## config.mk

```make
export PLATFORM = sky130hd
export DESIGN_NAME = standby_keep_alive_control
export DESIGN_NICKNAME = d
export VERILOG_FILES = /design/src/hdl/standby_keep_pkg.sv /design/src/hdl/keep_gate.sv /design/src/hdl/standby_keep_alive_control.sv
export SDC_FILE = /design/constraint.sdc
export NUM_CORES = 1
export LEC_CHECK = 0
export ABC_CLOCK_PERIOD_IN_PS = 3300
export BUFFER_PORTS_ARGS = -buffer_cell sky130_fd_sc_hd__buf_2
export CORE_MARGIN = 1.5
export CORE_UTILIZATION = 33
export DETAILED_ROUTE_END_ITERATION = 10
export SLEW_MARGIN = 5
export SYNTH_ARGS = -nofsm -noshare
export SYNTH_HDL_FRONTEND = slang
export SYNTH_HIERARCHICAL = 1
export SYNTH_SLANG_ARGS = --single-unit
export TNS_END_PERCENT = 5
```

## constraint.sdc

```tcl
create_clock -name sys_clk -period 3.3 [get_ports sys_clk]
set_input_delay 0.66 -clock sys_clk [delete_from_list [all_inputs] [get_ports sys_clk]]
set_output_delay 0.66 -clock sys_clk [all_outputs]
set_load 0.05 [all_outputs]
```

## src/hdl/standby_keep_pkg.sv

```systemverilog
// Package for the standby keep-alive control bank: register offsets, field positions,
// reset values and the widths of the per-channel, per-setup and per-pin settings.
// Assumes a 32-bit Avalon-MM register bus with word-aligned byte addresses.
package standby_keep_pkg;
    // Register byte addresses (one aligned 32-bit word each).
    localparam logic [3:0] keep_control_offset = 4'h0;
    localparam logic [3:0] aux_settings_offset = 4'h4;
    localparam logic [3:0] setup_settings_offset = 4'h8;
    localparam logic [3:0] channel_settings_offset = 4'hc;
    // Bit positions inside the keep-alive register.
    localparam int open_wire_bit = 1;
    localparam int excitation_bit = 2;
    localparam int bias_bit = 3;
    localparam int power_switch_bit = 5;
    localparam int general_outputs_bit = 6;
    localparam int diag_bit = 7;
    // Reset value of the keep-alive register; every keep bit starts at 0.
    localparam logic [15:0] keep_control_reset = 16'h0000;
    // Reset value of the auxiliary settings words.
    localparam logic [31:0] settings_reset = 32'h0000_0000;
    // Number of setups, channels, bias pins and general outputs.
    localparam int num_setups = 4;
    localparam int num_channels = 4;
    localparam int num_bias_pins = 8;
    localparam int num_outputs = 4;
    // Width of an excitation magnitude code and of a routing index.
    localparam int level_width = 3;
    localparam int route_width = 2;
    // Fields of the auxiliary settings word.
    localparam int aux_bias_lsb = 0;
    localparam int aux_outputs_lsb = 8;
    localparam int aux_diag_bit = 12;
    localparam int aux_osc_checks_bit = 13;
    localparam int aux_internal_osc_bit = 14;
    // Fields of one setup byte inside the setup settings word.
    localparam int setup_open_wire_bit = 0;
    localparam int setup_level_a_lsb = 1;
    localparam int setup_level_b_lsb = 4;
    // Fields of one channel byte inside the channel settings word.
    localparam int chan_switch_bit = 0;
    localparam int chan_setup_lsb = 1;
    localparam int chan_route_a_lsb = 3;
    localparam int chan_route_b_lsb = 5;
    // Bus answer latency: one wait state for every access.
    localparam int bus_wait_cycles = 1;
endpackage : standby_keep_pkg

```

## src/hdl/keep_gate.sv

```systemverilog
// Gate for one group of auxiliary enables under the standby keep-alive policy.
// Assumes all inputs come from registers on the same clock.
`timescale 1ns/1ns
module keep_gate #(
    parameter int width = 1
) (
    input wire logic standby,
    input wire logic keep,
    input wire logic [width-1:0] normal_enable,
    output logic [width-1:0] gated_enable
);
    // A zero-width group would leave nothing to gate.
    if (width < 1) begin : g_width_check
        $error("Gate width must be at least 1.");
    end

    // While converting the normal enables pass untouched; in standby the keep
    // bit decides whether the normal enables still apply or all go off.
    assign gated_enable = (!standby || keep) ? normal_enable : '0;
endmodule : keep_gate

```

## src/hdl/standby_keep_alive_control.sv

```systemverilog
// Standby keep-alive control bank with its Avalon-MM slave and the gating of the
// auxiliary functions: diagnostics, general outputs, power switch, open-wire
// current, bias voltage, excitation currents and the internal oscillator.
// Assumes the standby level arrives from another domain and is synchronised here.
// Assumes software writes each setting before it relies on the gated output.
`timescale 1ns/1ns
module standby_keep_alive_control
#(
    parameter int setups = standby_keep_pkg::num_setups,
    parameter int channels = standby_keep_pkg::num_channels
) (
    // Clock and synchronous reset.
    input wire logic sys_clk,
    input wire logic rst,
    // Avalon-MM slave port for the register bank.
    input wire logic [3:0] avs_address,
    input wire logic avs_read,
    input wire logic avs_write,
    input wire logic [31:0] avs_writedata,
    input wire logic [3:0] avs_byteenable,
    output logic [31:0] avs_readdata,
    output logic avs_waitrequest,
    output logic [1:0] avs_response,
    // Standby level from the power sequencer, asynchronous.
    input wire logic standby_pin,
    // Gated enables of the auxiliary functions, plus the ungated excitation levels and routes.
    output logic diag_active,
    output logic [standby_keep_pkg::num_outputs-1:0] general_output,
    output logic [standby_keep_pkg::num_channels-1:0] low_side_power_switch,
    output logic [standby_keep_pkg::num_channels-1:0] open_wire_current,
    output logic [standby_keep_pkg::num_bias_pins-1:0] bias_voltage_enables,
    output logic [standby_keep_pkg::num_channels-1:0] excitation_a_on,
    output logic [standby_keep_pkg::num_channels-1:0] excitation_b_on,
    output logic [standby_keep_pkg::num_channels*standby_keep_pkg::level_width-1:0]
        excitation_a_level,
    output logic [standby_keep_pkg::num_channels*standby_keep_pkg::level_width-1:0]
        excitation_b_level,
    output logic [standby_keep_pkg::num_channels*standby_keep_pkg::route_width-1:0]
        excitation_a_route,
    output logic [standby_keep_pkg::num_channels*standby_keep_pkg::route_width-1:0]
        excitation_b_route,
    output logic oscillator_run
);
    import standby_keep_pkg::*;

    // The packed settings words hold one byte per setup and per channel.
    // Other counts would shift fields across the byte lanes.
    if (setups != num_setups || channels != num_channels) begin : g_size_check
        $error("Setup and channel counts must match the packed settings words.");
    end

    // Returns one byte lane of a settings word.
    // Lane idx holds the byte of setup or channel idx.
    function automatic logic [7:0] lane(input logic [31:0] word, input int idx);
        lane = word[idx*8 +: 8];
    endfunction : lane

    // Merges a bus write into a word under the byte enables.
    // Lanes whose enable is low keep their old contents.
    function automatic logic [31:0] merge(input logic [31:0] old_word,
                                          input logic [31:0] new_word,
                                          input logic [3:0] enables);
        logic [31:0] result;

        result = old_word;
        for (int b = 0; b < 4; b++) begin
            if (enables[b]) begin
                result[b*8 +: 8] = new_word[b*8 +: 8];
            end
        end
        merge = result;
    endfunction : merge

    // Two-stage synchroniser for the standby level from the power sequencer.
    logic standby_meta_q; // First stage, read only by the second stage.
    logic standby_q; // Synchronised standby level.

    // Register bank.
    logic [15:0] standby_misc_control_q; // Keep-alive bits.
    logic [15:0] standby_misc_control_d;

    logic [31:0] aux_settings_q; // Bias pins, outputs, diagnostics, clock choice.
    logic [31:0] aux_settings_d;

    logic [31:0] setup_settings_q; // One byte per setup.
    logic [31:0] setup_settings_d;

    logic [31:0] channel_settings_q; // One byte per channel.
    logic [31:0] channel_settings_d;

    // Bus handshake state: a request is answered on the edge after it is seen.
    // It also keeps a request still held in the answer cycle from being taken twice.
    logic answer_q; // High for the one cycle that waitrequest is low.
    // Read data, registered so it stands in the answer cycle only.
    logic [31:0] readdata_q;
    logic [31:0] readdata_d;
    // Response code, registered with the read data.
    logic [1:0] response_q;
    logic [1:0] response_d;

    // Address decode.
    wire access_req = (avs_read || avs_write) && !answer_q;

    // One hit per mapped word; any other address is a decode error.
    wire hit_keep = avs_address == keep_control_offset;
    wire hit_aux = avs_address == aux_settings_offset;
    wire hit_setup = avs_address == setup_settings_offset;
    wire hit_chan = avs_address == channel_settings_offset;
    wire hit_any = hit_keep || hit_aux || hit_setup || hit_chan;

    // A write lands at the answer edge, the one at which the master sees
    // waitrequest low, so a master that gives up earlier changes nothing.
    wire do_write = answer_q && avs_write;
    wire [31:0] keep_word = {16'h0000, standby_misc_control_q};

    // Write data for each register; the keep register ignores its upper lanes.
    wire [31:0] keep_merged = merge(keep_word, avs_writedata, avs_byteenable);
    // Only the low two lanes of the keep word are storage.
    assign standby_misc_control_d = (do_write && hit_keep) ?
        keep_merged[15:0] : standby_misc_control_q;

    assign aux_settings_d = (do_write && hit_aux) ?
        merge(aux_settings_q, avs_writedata, avs_byteenable) : aux_settings_q;

    assign setup_settings_d = (do_write && hit_setup) ?
        merge(setup_settings_q, avs_writedata, avs_byteenable) : setup_settings_q;

    assign channel_settings_d = (do_write && hit_chan) ?
        merge(channel_settings_q, avs_writedata, avs_byteenable) : channel_settings_q;

    // Read mux; an unmapped address answers zero with a decode error response.
    assign readdata_d = !(access_req && avs_read) ? 32'h0000_0000 :
                        hit_keep ? keep_word :
                        hit_aux ? aux_settings_q :
                        hit_setup ? setup_settings_q :
                        hit_chan ? channel_settings_q : 32'h0000_0000;

    // Unmapped words answer with a decode error, read or write alike.
    assign response_d = (access_req && !hit_any) ? 2'h3 : 2'h0;

    // Standby synchroniser; two flops before anything reads the level.
    // The first stage may go metastable, so only the second stage reads it.
    always_ff @(posedge sys_clk) begin
        if (rst) begin
            standby_meta_q <= 1'b0;
            standby_q <= 1'b0;
        end else begin
            standby_meta_q <= standby_pin;
            standby_q <= standby_meta_q;
        end
    end

    // Register storage and bus answer.
    always_ff @(posedge sys_clk) begin
        if (rst) begin
            // Every setting starts cleared, so each keep bit reads 0.
            standby_misc_control_q <= keep_control_reset;
            aux_settings_q <= settings_reset;
            setup_settings_q <= settings_reset;
            channel_settings_q <= settings_reset;

            // No answer pending, waitrequest high.
            avs_waitrequest <= 1'b1;
            answer_q <= 1'b0;
            readdata_q <= 32'h0000_0000;
            response_q <= 2'h0;
        end else begin
            standby_misc_control_q <= standby_misc_control_d;
            aux_settings_q <= aux_settings_d;
            setup_settings_q <= setup_settings_d;
            channel_settings_q <= channel_settings_d;

            // Bus answer for a request taken at this edge.
            avs_waitrequest <= !access_req;
            answer_q <= access_req;
            readdata_q <= readdata_d;
            response_q <= response_d;
        end
    end

    // Waitrequest, registered above, is low only in the answer cycle: one wait state.
    assign avs_readdata = readdata_q;
    assign avs_response = response_q;

    // Keep bits by name.
    // Bits 0 and 4 are stored and read back but drive nothing here.
    wire keep_open_wire = standby_misc_control_q[open_wire_bit];
    wire keep_excitation = standby_misc_control_q[excitation_bit];
    wire keep_bias = standby_misc_control_q[bias_bit];
    wire keep_switch = standby_misc_control_q[power_switch_bit];
    wire keep_outputs = standby_misc_control_q[general_outputs_bit];
    wire keep_diag = standby_misc_control_q[diag_bit];

    // Normal enables from the settings registers, per channel through its setup, the switch from the channel byte.
    logic [num_channels-1:0] norm_switch;
    logic [num_channels-1:0] norm_open_wire;
    logic [num_channels-1:0] norm_exc_a;
    logic [num_channels-1:0] norm_exc_b;

    // Excitation levels and routes per channel, never gated.
    logic [num_channels*level_width-1:0] level_a_d;
    logic [num_channels*level_width-1:0] level_b_d;
    logic [num_channels*route_width-1:0] route_a_d;
    logic [num_channels*route_width-1:0] route_b_d;

    for (genvar c = 0; c < num_channels; c++) begin : g_chan
        wire [7:0] chan_byte = lane(channel_settings_q, c);
        wire [1:0] setup_idx = chan_byte[chan_setup_lsb +: 2];
        wire [7:0] setup_byte = lane(setup_settings_q, int'(setup_idx));
        wire [level_width-1:0] lvl_a = setup_byte[setup_level_a_lsb +: level_width];
        wire [level_width-1:0] lvl_b = setup_byte[setup_level_b_lsb +: level_width];
        // The switch setting lives in the channel byte itself.
        assign norm_switch[c] = chan_byte[chan_switch_bit];
        // Open-wire and excitation settings come from the chosen setup.
        assign norm_open_wire[c] = setup_byte[setup_open_wire_bit];
        // A zero level code means the source is off.
        assign norm_exc_a[c] = lvl_a != '0;
        assign norm_exc_b[c] = lvl_b != '0;
        assign level_a_d[c*level_width +: level_width] = lvl_a;
        assign level_b_d[c*level_width +: level_width] = lvl_b;
        // Routes pass unchanged; they matter only while a source is on.
        assign route_a_d[c*route_width +: route_width] = chan_byte[chan_route_a_lsb +: 2];
        assign route_b_d[c*route_width +: route_width] = chan_byte[chan_route_b_lsb +: 2];
    end

    // Gated enables for each auxiliary group.
    // The two excitation groups share one keep bit.
    logic [0:0] diag_d;
    logic [num_outputs-1:0] outputs_d;
    logic [num_channels-1:0] switch_d;
    logic [num_channels-1:0] open_wire_d;
    logic [num_bias_pins-1:0] bias_d;
    logic [num_channels-1:0] exc_a_d;
    logic [num_channels-1:0] exc_b_d;


    // Diagnostics: gone in standby unless kept.
    keep_gate #(.width(1)) u_diag (
        .standby(standby_q),
        .keep(keep_diag),
        .normal_enable(aux_settings_q[aux_diag_bit]),
        .gated_enable(diag_d)
    );

    // General outputs: undriven in standby unless kept.
    keep_gate #(.width(num_outputs)) u_outputs (
        .standby(standby_q),
        .keep(keep_outputs),
        .normal_enable(aux_settings_q[aux_outputs_lsb +: num_outputs]),
        .gated_enable(outputs_d)
    );

    // Power switch: open in standby unless kept.
    keep_gate #(.width(num_channels)) u_switch (
        .standby(standby_q),
        .keep(keep_switch),
        .normal_enable(norm_switch),
        .gated_enable(switch_d)
    );

    // Open-wire current: off in standby unless kept.
    keep_gate #(.width(num_channels)) u_open_wire (
        .standby(standby_q),
        .keep(keep_open_wire),
        .normal_enable(norm_open_wire),
        .gated_enable(open_wire_d)
    );

    // Bias voltage: off on every pin in standby unless kept.
    keep_gate #(.width(num_bias_pins)) u_bias (
        .standby(standby_q),
        .keep(keep_bias),
        .normal_enable(aux_settings_q[aux_bias_lsb +: num_bias_pins]),
        .gated_enable(bias_d)
    );

    // Excitation source a: off in standby unless kept.
    keep_gate #(.width(num_channels)) u_exc_a (
        .standby(standby_q),
        .keep(keep_excitation),
        .normal_enable(norm_exc_a),
        .gated_enable(exc_a_d)
    );

    // Excitation source b follows the same keep bit.
    keep_gate #(.width(num_channels)) u_exc_b (
        .standby(standby_q),
        .keep(keep_excitation),
        .normal_enable(norm_exc_b),
        .gated_enable(exc_b_d)
    );

    // The oscillator runs while converting; in standby only if the diag keep bit is
    // set, an oscillator-based check is enabled and the internal clock is chosen.
    // Keeping the oscillator costs current, so all three conditions must hold.
    wire osc_d = !standby_q || (keep_diag && aux_settings_q[aux_osc_checks_bit] &&
                 aux_settings_q[aux_internal_osc_bit]);

    // Output flops; every output leaves from a register.
    always_ff @(posedge sys_clk) begin
        if (rst) begin
            diag_active <= 1'b0;
            general_output <= '0;
            low_side_power_switch <= '0;
            open_wire_current <= '0;
            bias_voltage_enables <= '0;
            excitation_a_on <= '0;
            excitation_b_on <= '0;
            excitation_a_level <= '0;
            excitation_b_level <= '0;
            excitation_a_route <= '0;
            excitation_b_route <= '0;
            // The oscillator runs in reset so the core keeps its clock.
            oscillator_run <= 1'b1;
        end else begin
            // Enables of every group, already gated for standby.
            diag_active <= diag_d[0];
            general_output <= outputs_d;
            low_side_power_switch <= switch_d;
            open_wire_current <= open_wire_d;
            bias_voltage_enables <= bias_d;
            excitation_a_on <= exc_a_d;
            excitation_b_on <= exc_b_d;
            // Levels and routes stay valid in standby so kept sources reach their pins.
            excitation_a_level <= level_a_d;
            excitation_b_level <= level_b_d;
            excitation_a_route <= route_a_d;
            excitation_b_route <= route_b_d;
            // The oscillator decision leaves through a flop like the rest.
            oscillator_run <= osc_d;
        end
    end
endmodule : standby_keep_alive_control

```

# Word-level counts from Yosys, hierarchy flattened
# Index checks and enable logic that the tools add are counted.
[totals]
regBits = 220
[classes]
n_mux = 5
bitwise = 7
shift = 4
eq_ne = 3
n_reduce_logical = 56
[ops]
columns = ["op", "n"]
rows = [
  ["$shiftx A32 B6 Y7", 4],
  ["$mux W32", 3],
  ["$reduce_and A2 Y1", 14],
  ["$reduce_bool A3 Y1", 8],
  ["$mux W16", 1],
  ["$reduce_or A2 Y1", 7],
  ["$logic_or A1 B1 Y1", 11],
  ["$logic_and A1 B1 Y1", 10],
  ["$eq A4 B4 Y1 const B", 2],
  ["$not A1 Y1", 7],
  ["$eq A4 B3 Y1 const B", 1],
  ["$logic_not A1 Y1", 4],
  ["$logic_not A4 Y1", 1],
  ["$reduce_or A3 Y1", 1],
  ["$mux W2", 1],
]

# Logic depth before layout (Yosys ltp)
# Gate-level depths: netlist (run 1).
[depth]
word_depth = 7
ltp_mapped = 6
depth_no_buf = 4

# Cells and area by module
# Netlist (run 1), hierarchy kept.
[by_module_without_submodules]
columns = ["mod", "seq_area_each_um2", "cells_each", "instances", "area_each_um2"]
rows = [
  ["standby_keep_alive_control", 4384.2, 902, 1, 9087.5],
  ["keep_gate (u_exc_a ...)", 0.0, 5, 5, 41.3],
  ["keep_gate (u_bias)", 0.0, 9, 1, 66.3],
  ["keep_gate (u_diag)", 0.0, 2, 1, 11.3],
]

# Worst setup path after synthesis (run 1)
# No wires, ideal clock.
[synth_timing]
path_type = "register -> register"
start = "register channel_settings_q[18]"
end = "register excitation_a_on[2] in the netlist's numbering"
setup_slack_ns = 1.643
t_required_ns = 3.172
t_arrival_ns = 1.529
stages_incl_launch_ff = 6
cell_sequence = "dfxtp_1 buf_6 mux4_2 or3_1 and2_4 nor2b_1"
[synth_via]
elab_chain_cells = 2
[synth_lines]
columns = ["element", "line", "text"]
rows = [
  ["start, declared", "standby_keep_alive_control.sv:88", "logic [31:0] channel_settings_q;"],
  ["start signal, assigned", "standby_keep_alive_control.sv:160", "channel_settings_q <= settings_reset;"],
  ["start signal, assigned", "standby_keep_alive_control.sv:171", "channel_settings_q <= channel_settings_d;"],
  ["$shiftx A32 B6 Y7", "standby_keep_alive_control.sv:55", "lane = word[idx*8 +: 8];"],
  ["$reduce_bool A3 Y1", "standby_keep_alive_control.sv:217", "assign norm_exc_a[c] = lvl_a != '0;"],
  ["net norm_exc_a[2]", "standby_keep_alive_control.sv:197", "logic [num_channels-1:0] norm_exc_a;"],
  ["end signal, assigned", "standby_keep_alive_control.sv:307", "excitation_a_on <= '0;"],
  ["end signal, assigned", "standby_keep_alive_control.sv:322", "excitation_a_on <= exc_a_d;"],
  ["end, declared", "standby_keep_alive_control.sv:32", "output logic [standby_keep_pkg::num_channels-1:0] excitation_a_on,"],
]
# The timed path passes the listed nets, and every way through them passes these cells.
# A chain may end at the register's enable or synchronous reset.

# Worst setup path after layout (run 1)
# Ends and elaborated chain as after synthesis.

==> metrics.md, run 1 <==
| Metric | Value |
|---|---|
| F_max | `0.4883 GHz` |
| Die span in x | `171.5 um` |
| Die Ht | `171.5 um` |
| Yosys top cell by area | `dfxtp_1` |
| Async S/R FF share, synth | `0%` |
| Clock Power Share | `50.1%` |
| FF-to-FF End | `excitation_a_on[2]$_SDFF_PP0_` |
| Rows | `61` |
| CTS tree | `yes` |
| Syn Nets | `983` |
| Via density | `5.036` |
| IO Port Bufs | `149` |
| Sw frac | `22.91%` |
| Routed wire per std cell | `17.73 um` |
| DRT Pass-1 Iters | `5` |
| WL final | `25.52 mm` |
| Starting Density | `33.64%` |
| Gate power share | `4.8%` |
| Critical path depth | `4` |
| Storage cell area | `4384 sq um` |
| Number of synthesized flops with an enable pin | `0` |
| Post-synth top area share | `46.78%` |
| Reg2Reg Launch Point | `channel_settings_q[18]$_SDFFE_PP0P_` |
| HPWL after DPL | `17.42 mm` |
| Diode count | `0` |
| Top FF cell, synth | `dfxtp_1` |
| Setup Fix Bufs, Post-CTS | `0` |
| Hold Buf Count CTS | `0` |
| Netlist Area Pre-Place | `9371 sq um` |
| Io pins | `150` |
| Final slew viol count | `0` |
| Int Power | `4553 uW` |
| DR iter-0 viols | `507` |
| Reg clk slew, reported paths | `0.06 ns` |
| RSZ-0062 raised after global routing | `false` |
| Worst path cell trace | `mux4_2 > or3_1 > and2_4 > nor2b_1` |
| Post-route ant nets | `0` |
| Crit-path max FO | `9` |
| Max incr delay on CP | `0.64 ns` |
| R2r setup slk | `1.25 ns` |
| Clock sink count | `219` |
| Hold slack | `0.3425 ns` |
| Global-route usage over all layers | `17.18%` |
| CTS HTree Levels | `1` |
| Critical path data required time | `3.68 ns` |
| R2R cell count | `4` |
| Worst-Margin Slew | `0.9487 ns` |
| Critical Path End Type | `register` |
| Worst Path Arrival | `2.43 ns` |
| Area grow syn2layout | `18.85%` |
| Crit Path Category | `register to register` |
| Slowest cell on the critical path | `dfxtp_1` |
| Rel. slew slack | `36.75%` |
| Post-route setup TNS | `0 ns` |
| Sequential share of the synthesized area | `46.78%` |
| Area contributors post-synth | `dfxtp_1 (47%), mux4_2 (4.8%), nand2b_1 (4.8%), nor2b_1 (4.8%), a21oi_1 (4.7%)` |
| Final period util | `62.06%` |
| GRT overflow | `0` |
| Final WS setup | `1.252 ns` |
| Vias | `7,247` |
| Via count of the first global-routing pass | `6,902` |
| Peak VDD IR | `0.0004011 V` |
| Worst min path class | `input port to register` |
| Filler cell count | `2,760` |
| Clk root buf | `clkbuf_16` |
| Remaining DRCs | `0` |
| Placement Setup Slack | `0.8493 ns` |
| Outcome | `finished clean` |
| Multi-input logic area | `4526 sq um` |
| Crit path capture | `excitation_a_on[2]$_SDFF_PP0_` |
| Power Density | `530.3 nW/um^2` |
| Max_cap viols | `0` |
| Crit start category | `register` |
| Later-pin clock latency in the skew report | `0.53 ns` |
| Crit. Startpoint | `channel_settings_q[18]$_SDFFE_PP0P_` |
| Die area | `29,420 sq um` |
| WP buf/inv | `0` |
| Syn Inst Count | `938` |
| CTS buffer count | `26` |
| Leak | `0.004405 uW` |
| Clock buffer depth | `3` |
| CP delay by family, top | `simple AND/OR/NAND/NOR gates` |
| Layout cells sized above 1 | `24.60%` |
| Final Skew | `0.01150 ns` |
| First-pass GRT wire length | `39.42 mm` |
| Gpl congestion | `0.7889` |
| Min Clock Period, post-route | `2.048 ns` |
| Sw power | `1353 uW` |
| Area of the core | `27,860 sq um` |
| Post-CTS Resized | `0` |
| Final Hold Vio Count | `0` |
| Avg Synthesized Cell Area | `9.991 sq um` |
| Initial antenna violation count | `3` |
| Power share of the sequential group | `45.1%` |
| YS warnings | `6` |
| # setup viols final | `0` |
| Netlist cell types | `36` |
| Largest net degree at the start of global routing | `217` |
| Nets | `1,088` |
| Yosys reg bits | `219` |
layout make-up:
| class | instances | share of cell area [%] |
|---|---|---|
| multi-input combinational | 633 | 40.63 |
| tap | 378 | 4.246 |
| sequential | 219 | 39.36 |
| clock buffer | 32 | 6.594 |
| timing repair buffer | 161 | 7.639 |
| inverter | 2 | 0.06740 |
| clock inverter | 14 | 1.460 |
cell usage in the layout (no fill, tap or decap), drive strengths merged, types with 8 or more instances in the layout:
master	n
nand4	8
clkbuf	32
nand3	72
nor2	20
mux2	16
nand2	17
or3	8
a21o	16
clkinv	9
buf	161
nand3b	21
o21ai	73
dfxtp	219
a21oi	88
mux4	28
nor2b	72
nand2b	78
a22oi	16
mux2i	40
o2111ai	16
and2	28
kinds of logic (layout without fill, tap and decap cells):
logic type,after synthesis,in the layout,synth area share (%)
buffers and inverters,86,209,4.980
AO/OA/AOI/OAI,210,210,12.74
multiplexers,84,84,13.24
flip-flops,219,219,46.78
AND/OR/NAND/NOR,339,339,22.26
state kept, by name, indices dropped and copies added, names as in the netlist, 8 cells and up:
register / count
excitation_b_level: 12
bias_voltage_enables: 8
excitation_b_route: 8
setup_settings_q: 32
excitation_a_route: 8
aux_settings_q: 32
avs_readdata: 32
channel_settings_q: 32
excitation_a_level: 12
standby_misc_control_q: 16
cell usage after synthesis, types with 2 or more instances:
cell type / number
and3_1: 7
and3b_1: 4
a21o_1: 16
nor2_2: 2
o2111ai_1: 16
dfxtp_1: 219
mux2_2: 16
buf_6: 8
o21ai_0: 73
clkbuf_1: 47
mux4_1: 8
nor2b_1: 72
nand3b_1: 21
nand2b_1: 72
nand2_1: 17
nand4_1: 8
buf_4: 19
and2_1: 22
nand2b_4: 6
mux2i_1: 40
buf_2: 10
nand3_1: 70
mux4_2: 20
inv_1: 2
nor2_1: 18
a21oi_1: 88
or3_1: 8
and2_4: 6
a22oi_1: 16
power groups by stage:
stage / Sequential, uW / Clock [uW] / Combinational (uW)
2_1_floorplan: 2740 / 0 / 170
3_3_place_gp: 2720 / 0 / 280
3_5_place_dp: 2720 / 0 / 283
4_1_cts: 2660 / 3020 / 283
5_1_grt: 2660 / 3130 / 306
6_report: 2660 / 2960 / 284
per-layer routing:
| layer | vias to the layer above | wire (um) | track usage [%] |
|---|---|---|---|
| met4 | 4 | 411 | 4.310 |
| met2 | 230 | 11200 | 26.60 |
| met5 | - | 25 | 0 |
| li1 | 3529 | - | - |
| met3 | 41 | 1702 | 3.198 |
| met1 | 3443 | 12180 | 24.50 |
worst min path at each step:
stage	startpoint	end	slack, ns	cells past startpoint
global placement	standby_meta_q$_SDFF_PP0_	standby_q$_SDFF_PP0_	0.43	1
finish	standby_pin	standby_meta_q$_SDFF_PP0_	0.34	2
floorplan	standby_meta_q$_SDFF_PP0_	standby_q$_SDFF_PP0_	0.41	1
detailed placement	standby_meta_q$_SDFF_PP0_	standby_q$_SDFF_PP0_	0.43	1
CTS	standby_pin	standby_meta_q$_SDFF_PP0_	0.33	2
global route	standby_pin	standby_meta_q$_SDFF_PP0_	0.36	2
metrics by stage:
| step | total power, uW | std cells | area [sq um] | utilization (%) |
|---|---|---|---|---|
| 6_report | 5906 | 1439 | 11140 | 39.98 |
| 5_1_grt | 6101 | 1439 | 11140 | 39.98 |
| 4_1_cts | 5970 | 1439 | 11140 | 39.98 |
| 3_5_place_dp | 3005 | 1393 | 10240 | 36.76 |
| 3_3_place_gp | 3003 | 1393 | 10240 | 36.76 |
| 2_1_floorplan | 2907 | 938 | 9371 | - |
Power figures use the tool's default switching activity.
==> run 2, diff against run 1 <==
--- a/config.mk
+++ b/config.mk
@@ -5,7 +5,7 @@
 export SDC_FILE = /design/constraint.sdc
 export NUM_CORES = 1
 export LEC_CHECK = 0
-export ABC_CLOCK_PERIOD_IN_PS = 3300
+export ABC_CLOCK_PERIOD_IN_PS = 1830
 export BUFFER_PORTS_ARGS = -buffer_cell sky130_fd_sc_hd__buf_2
 export CORE_MARGIN = 1.5
 export CORE_UTILIZATION = 33
==> constraint.sdc (replaced) <==
create_clock -name sys_clk -period 1.83 [get_ports sys_clk]
set_input_delay 0.366 -clock sys_clk [delete_from_list [all_inputs] [get_ports sys_clk]]
set_output_delay 0.366 -clock sys_clk [all_outputs]
set_load 0.05 [all_outputs]
==> metrics.md, run 2 (same netlist as run 1, synthesis figures left out) <==
| Metric | Value |
|---|---|
| Vias | `7,451 (+2.8%)` |
| Sw power | `2340 uW (+73%)` |
| Met1 Track Usage GR | `25.39% (+0.89 points)` |
| Leak | `0.004612 uW (+4.7%)` |
| RSZ-0062 raised after global routing | `false` |
| Layout cells sized above 1 | `27.40% (+2.8 points)` |
| R2r setup slk | `0.08 ns (-1.17 ns)` |
| IO Port Bufs | `149 (unchanged)` |
| Power share of the sequential group | `46.1% (+1.0 points)` |
| FF-to-FF End | `excitation_b_on[3]$_SDFF_PP0_` |
| Via density | `5.048 (+0.24%)` |
| Largest net degree at the start of global routing | `115 (-47%)` |
| CTS tree | `yes` |
| Crit. Startpoint | `channel_settings_q[26]$_SDFFE_PP0P_` |
| Rel. slew slack | `67.92% (+31 points)` |
| Routed wire per std cell | `17.95 um (+1.2%)` |
| Worst-Margin Slew | `0.4812 ns (-0.4675 ns)` |
| CTS HTree Levels | `1 (unchanged)` |
| Power Density | `905.9 nW/um^2 (+71%)` |
| HPWL after DPL | `18.66 mm (+7.1%)` |
| Gate power share | `5.4% (+0.6 points)` |
| Post-route ant nets | `0 (unchanged)` |
| Reg clk slew, reported paths | `0.06 ns (about the same)` |
| Peak VDD IR | `0.0005155 V (+29%)` |
| Worst min path class | `input port to register` |
| Final period util | `95.61% (+34 points)` |
| Final Hold Vio Count | `0 (unchanged)` |
| Die Ht | `171.5 um (unchanged)` |
| Crit path capture | `excitation_b_on[3]$_SDFF_PP0_` |
| Starting Density | `33.64% (unchanged)` |
| Max_cap viols | `0 (unchanged)` |
| Clock Power Share | `48.5% (-1.6 points)` |
| Via count of the first global-routing pass | `7,198 (+4.3%)` |
| Later-pin clock latency in the skew report | `0.51 ns (-0.02 ns)` |
| Min Clock Period, post-route | `1.750 ns (-0.2982 ns)` |
| Io pins | `150 (unchanged)` |
| Remaining DRCs | `0 (unchanged)` |
| Crit Path Category | `register to register` |
| Critical path data required time | `2.21 ns (-1.47 ns)` |
| DRT Pass-1 Iters | `5 (unchanged)` |
| Area of the core | `27,860 sq um (unchanged)` |
| Initial antenna violation count | `5 (+2)` |
| Dpl cell area | `10,650 sq um (+4.0%)` |
| Critical Path End Type | `register` |
| Rows | `61 (unchanged)` |
| Final slew viol count | `0 (unchanged)` |
| Die area | `29,420 sq um (unchanged)` |
| M3 GR Usage | `3.221% (+0.023 points)` |
| GR peak layer | `met2` |
| Outcome | `finished clean` |
| Nets | `1,125 (+3.4%)` |
| Clk root buf | `clkbuf_16` |
| Commonest non-fill, non-tap cell in the layout | `dfxtp_1` |
| R2R cell count | `4 (unchanged)` |
| Commonest cells after routing, fill and taps aside | `dfxtp_1 (215), buf_2 (148), a21oi_1 (88)` |
| Filler cell count | `2,732 (-1.0%)` |
| Fin util | `41.29% (+1.3 points)` |
| Final Skew | `0.01861 ns (+0.007106 ns)` |
| Int Power | `8080 uW (+77%)` |
| Cell area after layout | `11,500 sq um (+3.3%)` |
| Sw frac | `22.46% (-0.45 points)` |
| DR iter-0 viols | `591 (+17%)` |
| # setup viols final | `0 (unchanged)` |
| CTS buffer count | `25 (-3.8%)` |
| F_max | `0.5715 GHz (+17%)` |
| GRT overflow | `0 (unchanged)` |
| Gpl congestion | `0.8510 (+7.9%)` |
| First-pass GRT wire length | `40.90 mm (+3.8%)` |
| Crit start category | `register` |
| Crit-path max FO | `6 (-3)` |
| Clock sink count | `219 (unchanged)` |
| Clock buffer depth | `3 (unchanged)` |
| WL final | `26.50 mm (+3.8%)` |
| Die span in x | `171.5 um (unchanged)` |
| Area grow syn2layout | `22.74%` |
| Global-route usage over all layers | `17.86% (+0.67 points)` |
| GR met2 Demand/Resource | `28.32% (+1.7 points)` |
| Worst Path Arrival | `2.13 ns (-0.30 ns)` |
| Reg2Reg Launch Point | `channel_settings_q[26]$_SDFFE_PP0P_` |
## run 2: changes by cell type in the layout (fill, tap and decap cells not counted)
cell / delta
buf_4: +28
buf_12: +10
dfxtp_1: -4
dfxtp_2: +4
diode_2: +3
clkbuf_16: -2
clkinv_4: -2
clkbuf_1: -1
clkbuf_8: +1
clkinvlp_4: +1
inv_6: -1
## run 2: critical path, stage by stage, from the launching register on
cell,delay [ns]
dfxtp_2,0.44
mux4_2,0.54
or3_1,0.37
and2_1,0.14
nor2b_1,0.12
## run 2: how the worst min path moves through the flow
stage / startpoint / end / slack, ns / cells after the start
floorplan: standby_meta_q$_SDFF_PP0_ / standby_q$_SDFF_PP0_ / 0.41 / 1
global placement: standby_meta_q$_SDFF_PP0_ / standby_q$_SDFF_PP0_ / 0.42 / 1
detailed placement: standby_meta_q$_SDFF_PP0_ / standby_q$_SDFF_PP0_ / 0.44 / 1
CTS: standby_pin / standby_meta_q$_SDFF_PP0_ / 0.08 / 2
global route: standby_pin / standby_meta_q$_SDFF_PP0_ / 0.09 / 2
finish: standby_pin / standby_meta_q$_SDFF_PP0_ / 0.09 / 2
## run 2: metal layers
metal / wire length [um] / up-vias
li1: - / 3598
met1: 12380 / 3584
met2: 11970 / 238
met3: 1806 / 27
met4: 313 / 4
met5: 27 / -
## run 2: layout make-up
| class | count | area [sq um] | area share [%] |
|---|---|---|---|
| Antenna cell | 3 | 7.507 | 0.06527 |
| Clock inverter | 12 | 143.9 | 1.251 |
| Clock buffer | 30 | 694.4 | 6.037 |
| Tap cell | 378 | 473.0 | 4.112 |
| Sequential cell | 219 | 4389 | 38.16 |
| Inverter | 2 | 7.507 | 0.06527 |
| Timing Repair Buffer | 199 | 1261 | 10.96 |
| Multi-Input combinational cell | 633 | 4526 | 39.35 |
## run 2: repair_timing
item,in CTS,in global routing
resized for setup,1,3
hold endpoints to repair,0,0
hold buffers,0,0
endpoints found under the setup margin,2,6
setup buffers,0,0
## run 2: per-stage QoR
| step | worst slack (ns) | std cells | hold slack, ns | TNS (ns) | total power, uW |
|---|---|---|---|---|---|
| finish | 0.08025 | 1476 | 0.08924 | 0 | 10420 |
| detailed placement | -0.03337 | 1431 | 0.4364 | -0.06499 | 5467 |
| global route | 0.02017 | 1474 | 0.09481 | 0 | 10800 |
| CTS | 0.0007239 | 1473 | 0.08193 | 0 | 10530 |
| global placement | 0.04653 | 1431 | 0.4224 | 0 | 5461 |
| floorplan | 0.1729 | 938 | 0.4138 | 0 | 5241 |
## run 2: power by group through the flow
stage | combinational, uW | sequential (uW) | clock [uW]
6_report | 564 | 4800 | 5060
5_1_grt | 609 | 4800 | 5400
4_1_cts | 563 | 4800 | 5170
3_5_place_dp | 563 | 4900 | 0
3_3_place_gp | 557 | 4900 | 0
2_1_floorplan | 307 | 4930 | 0
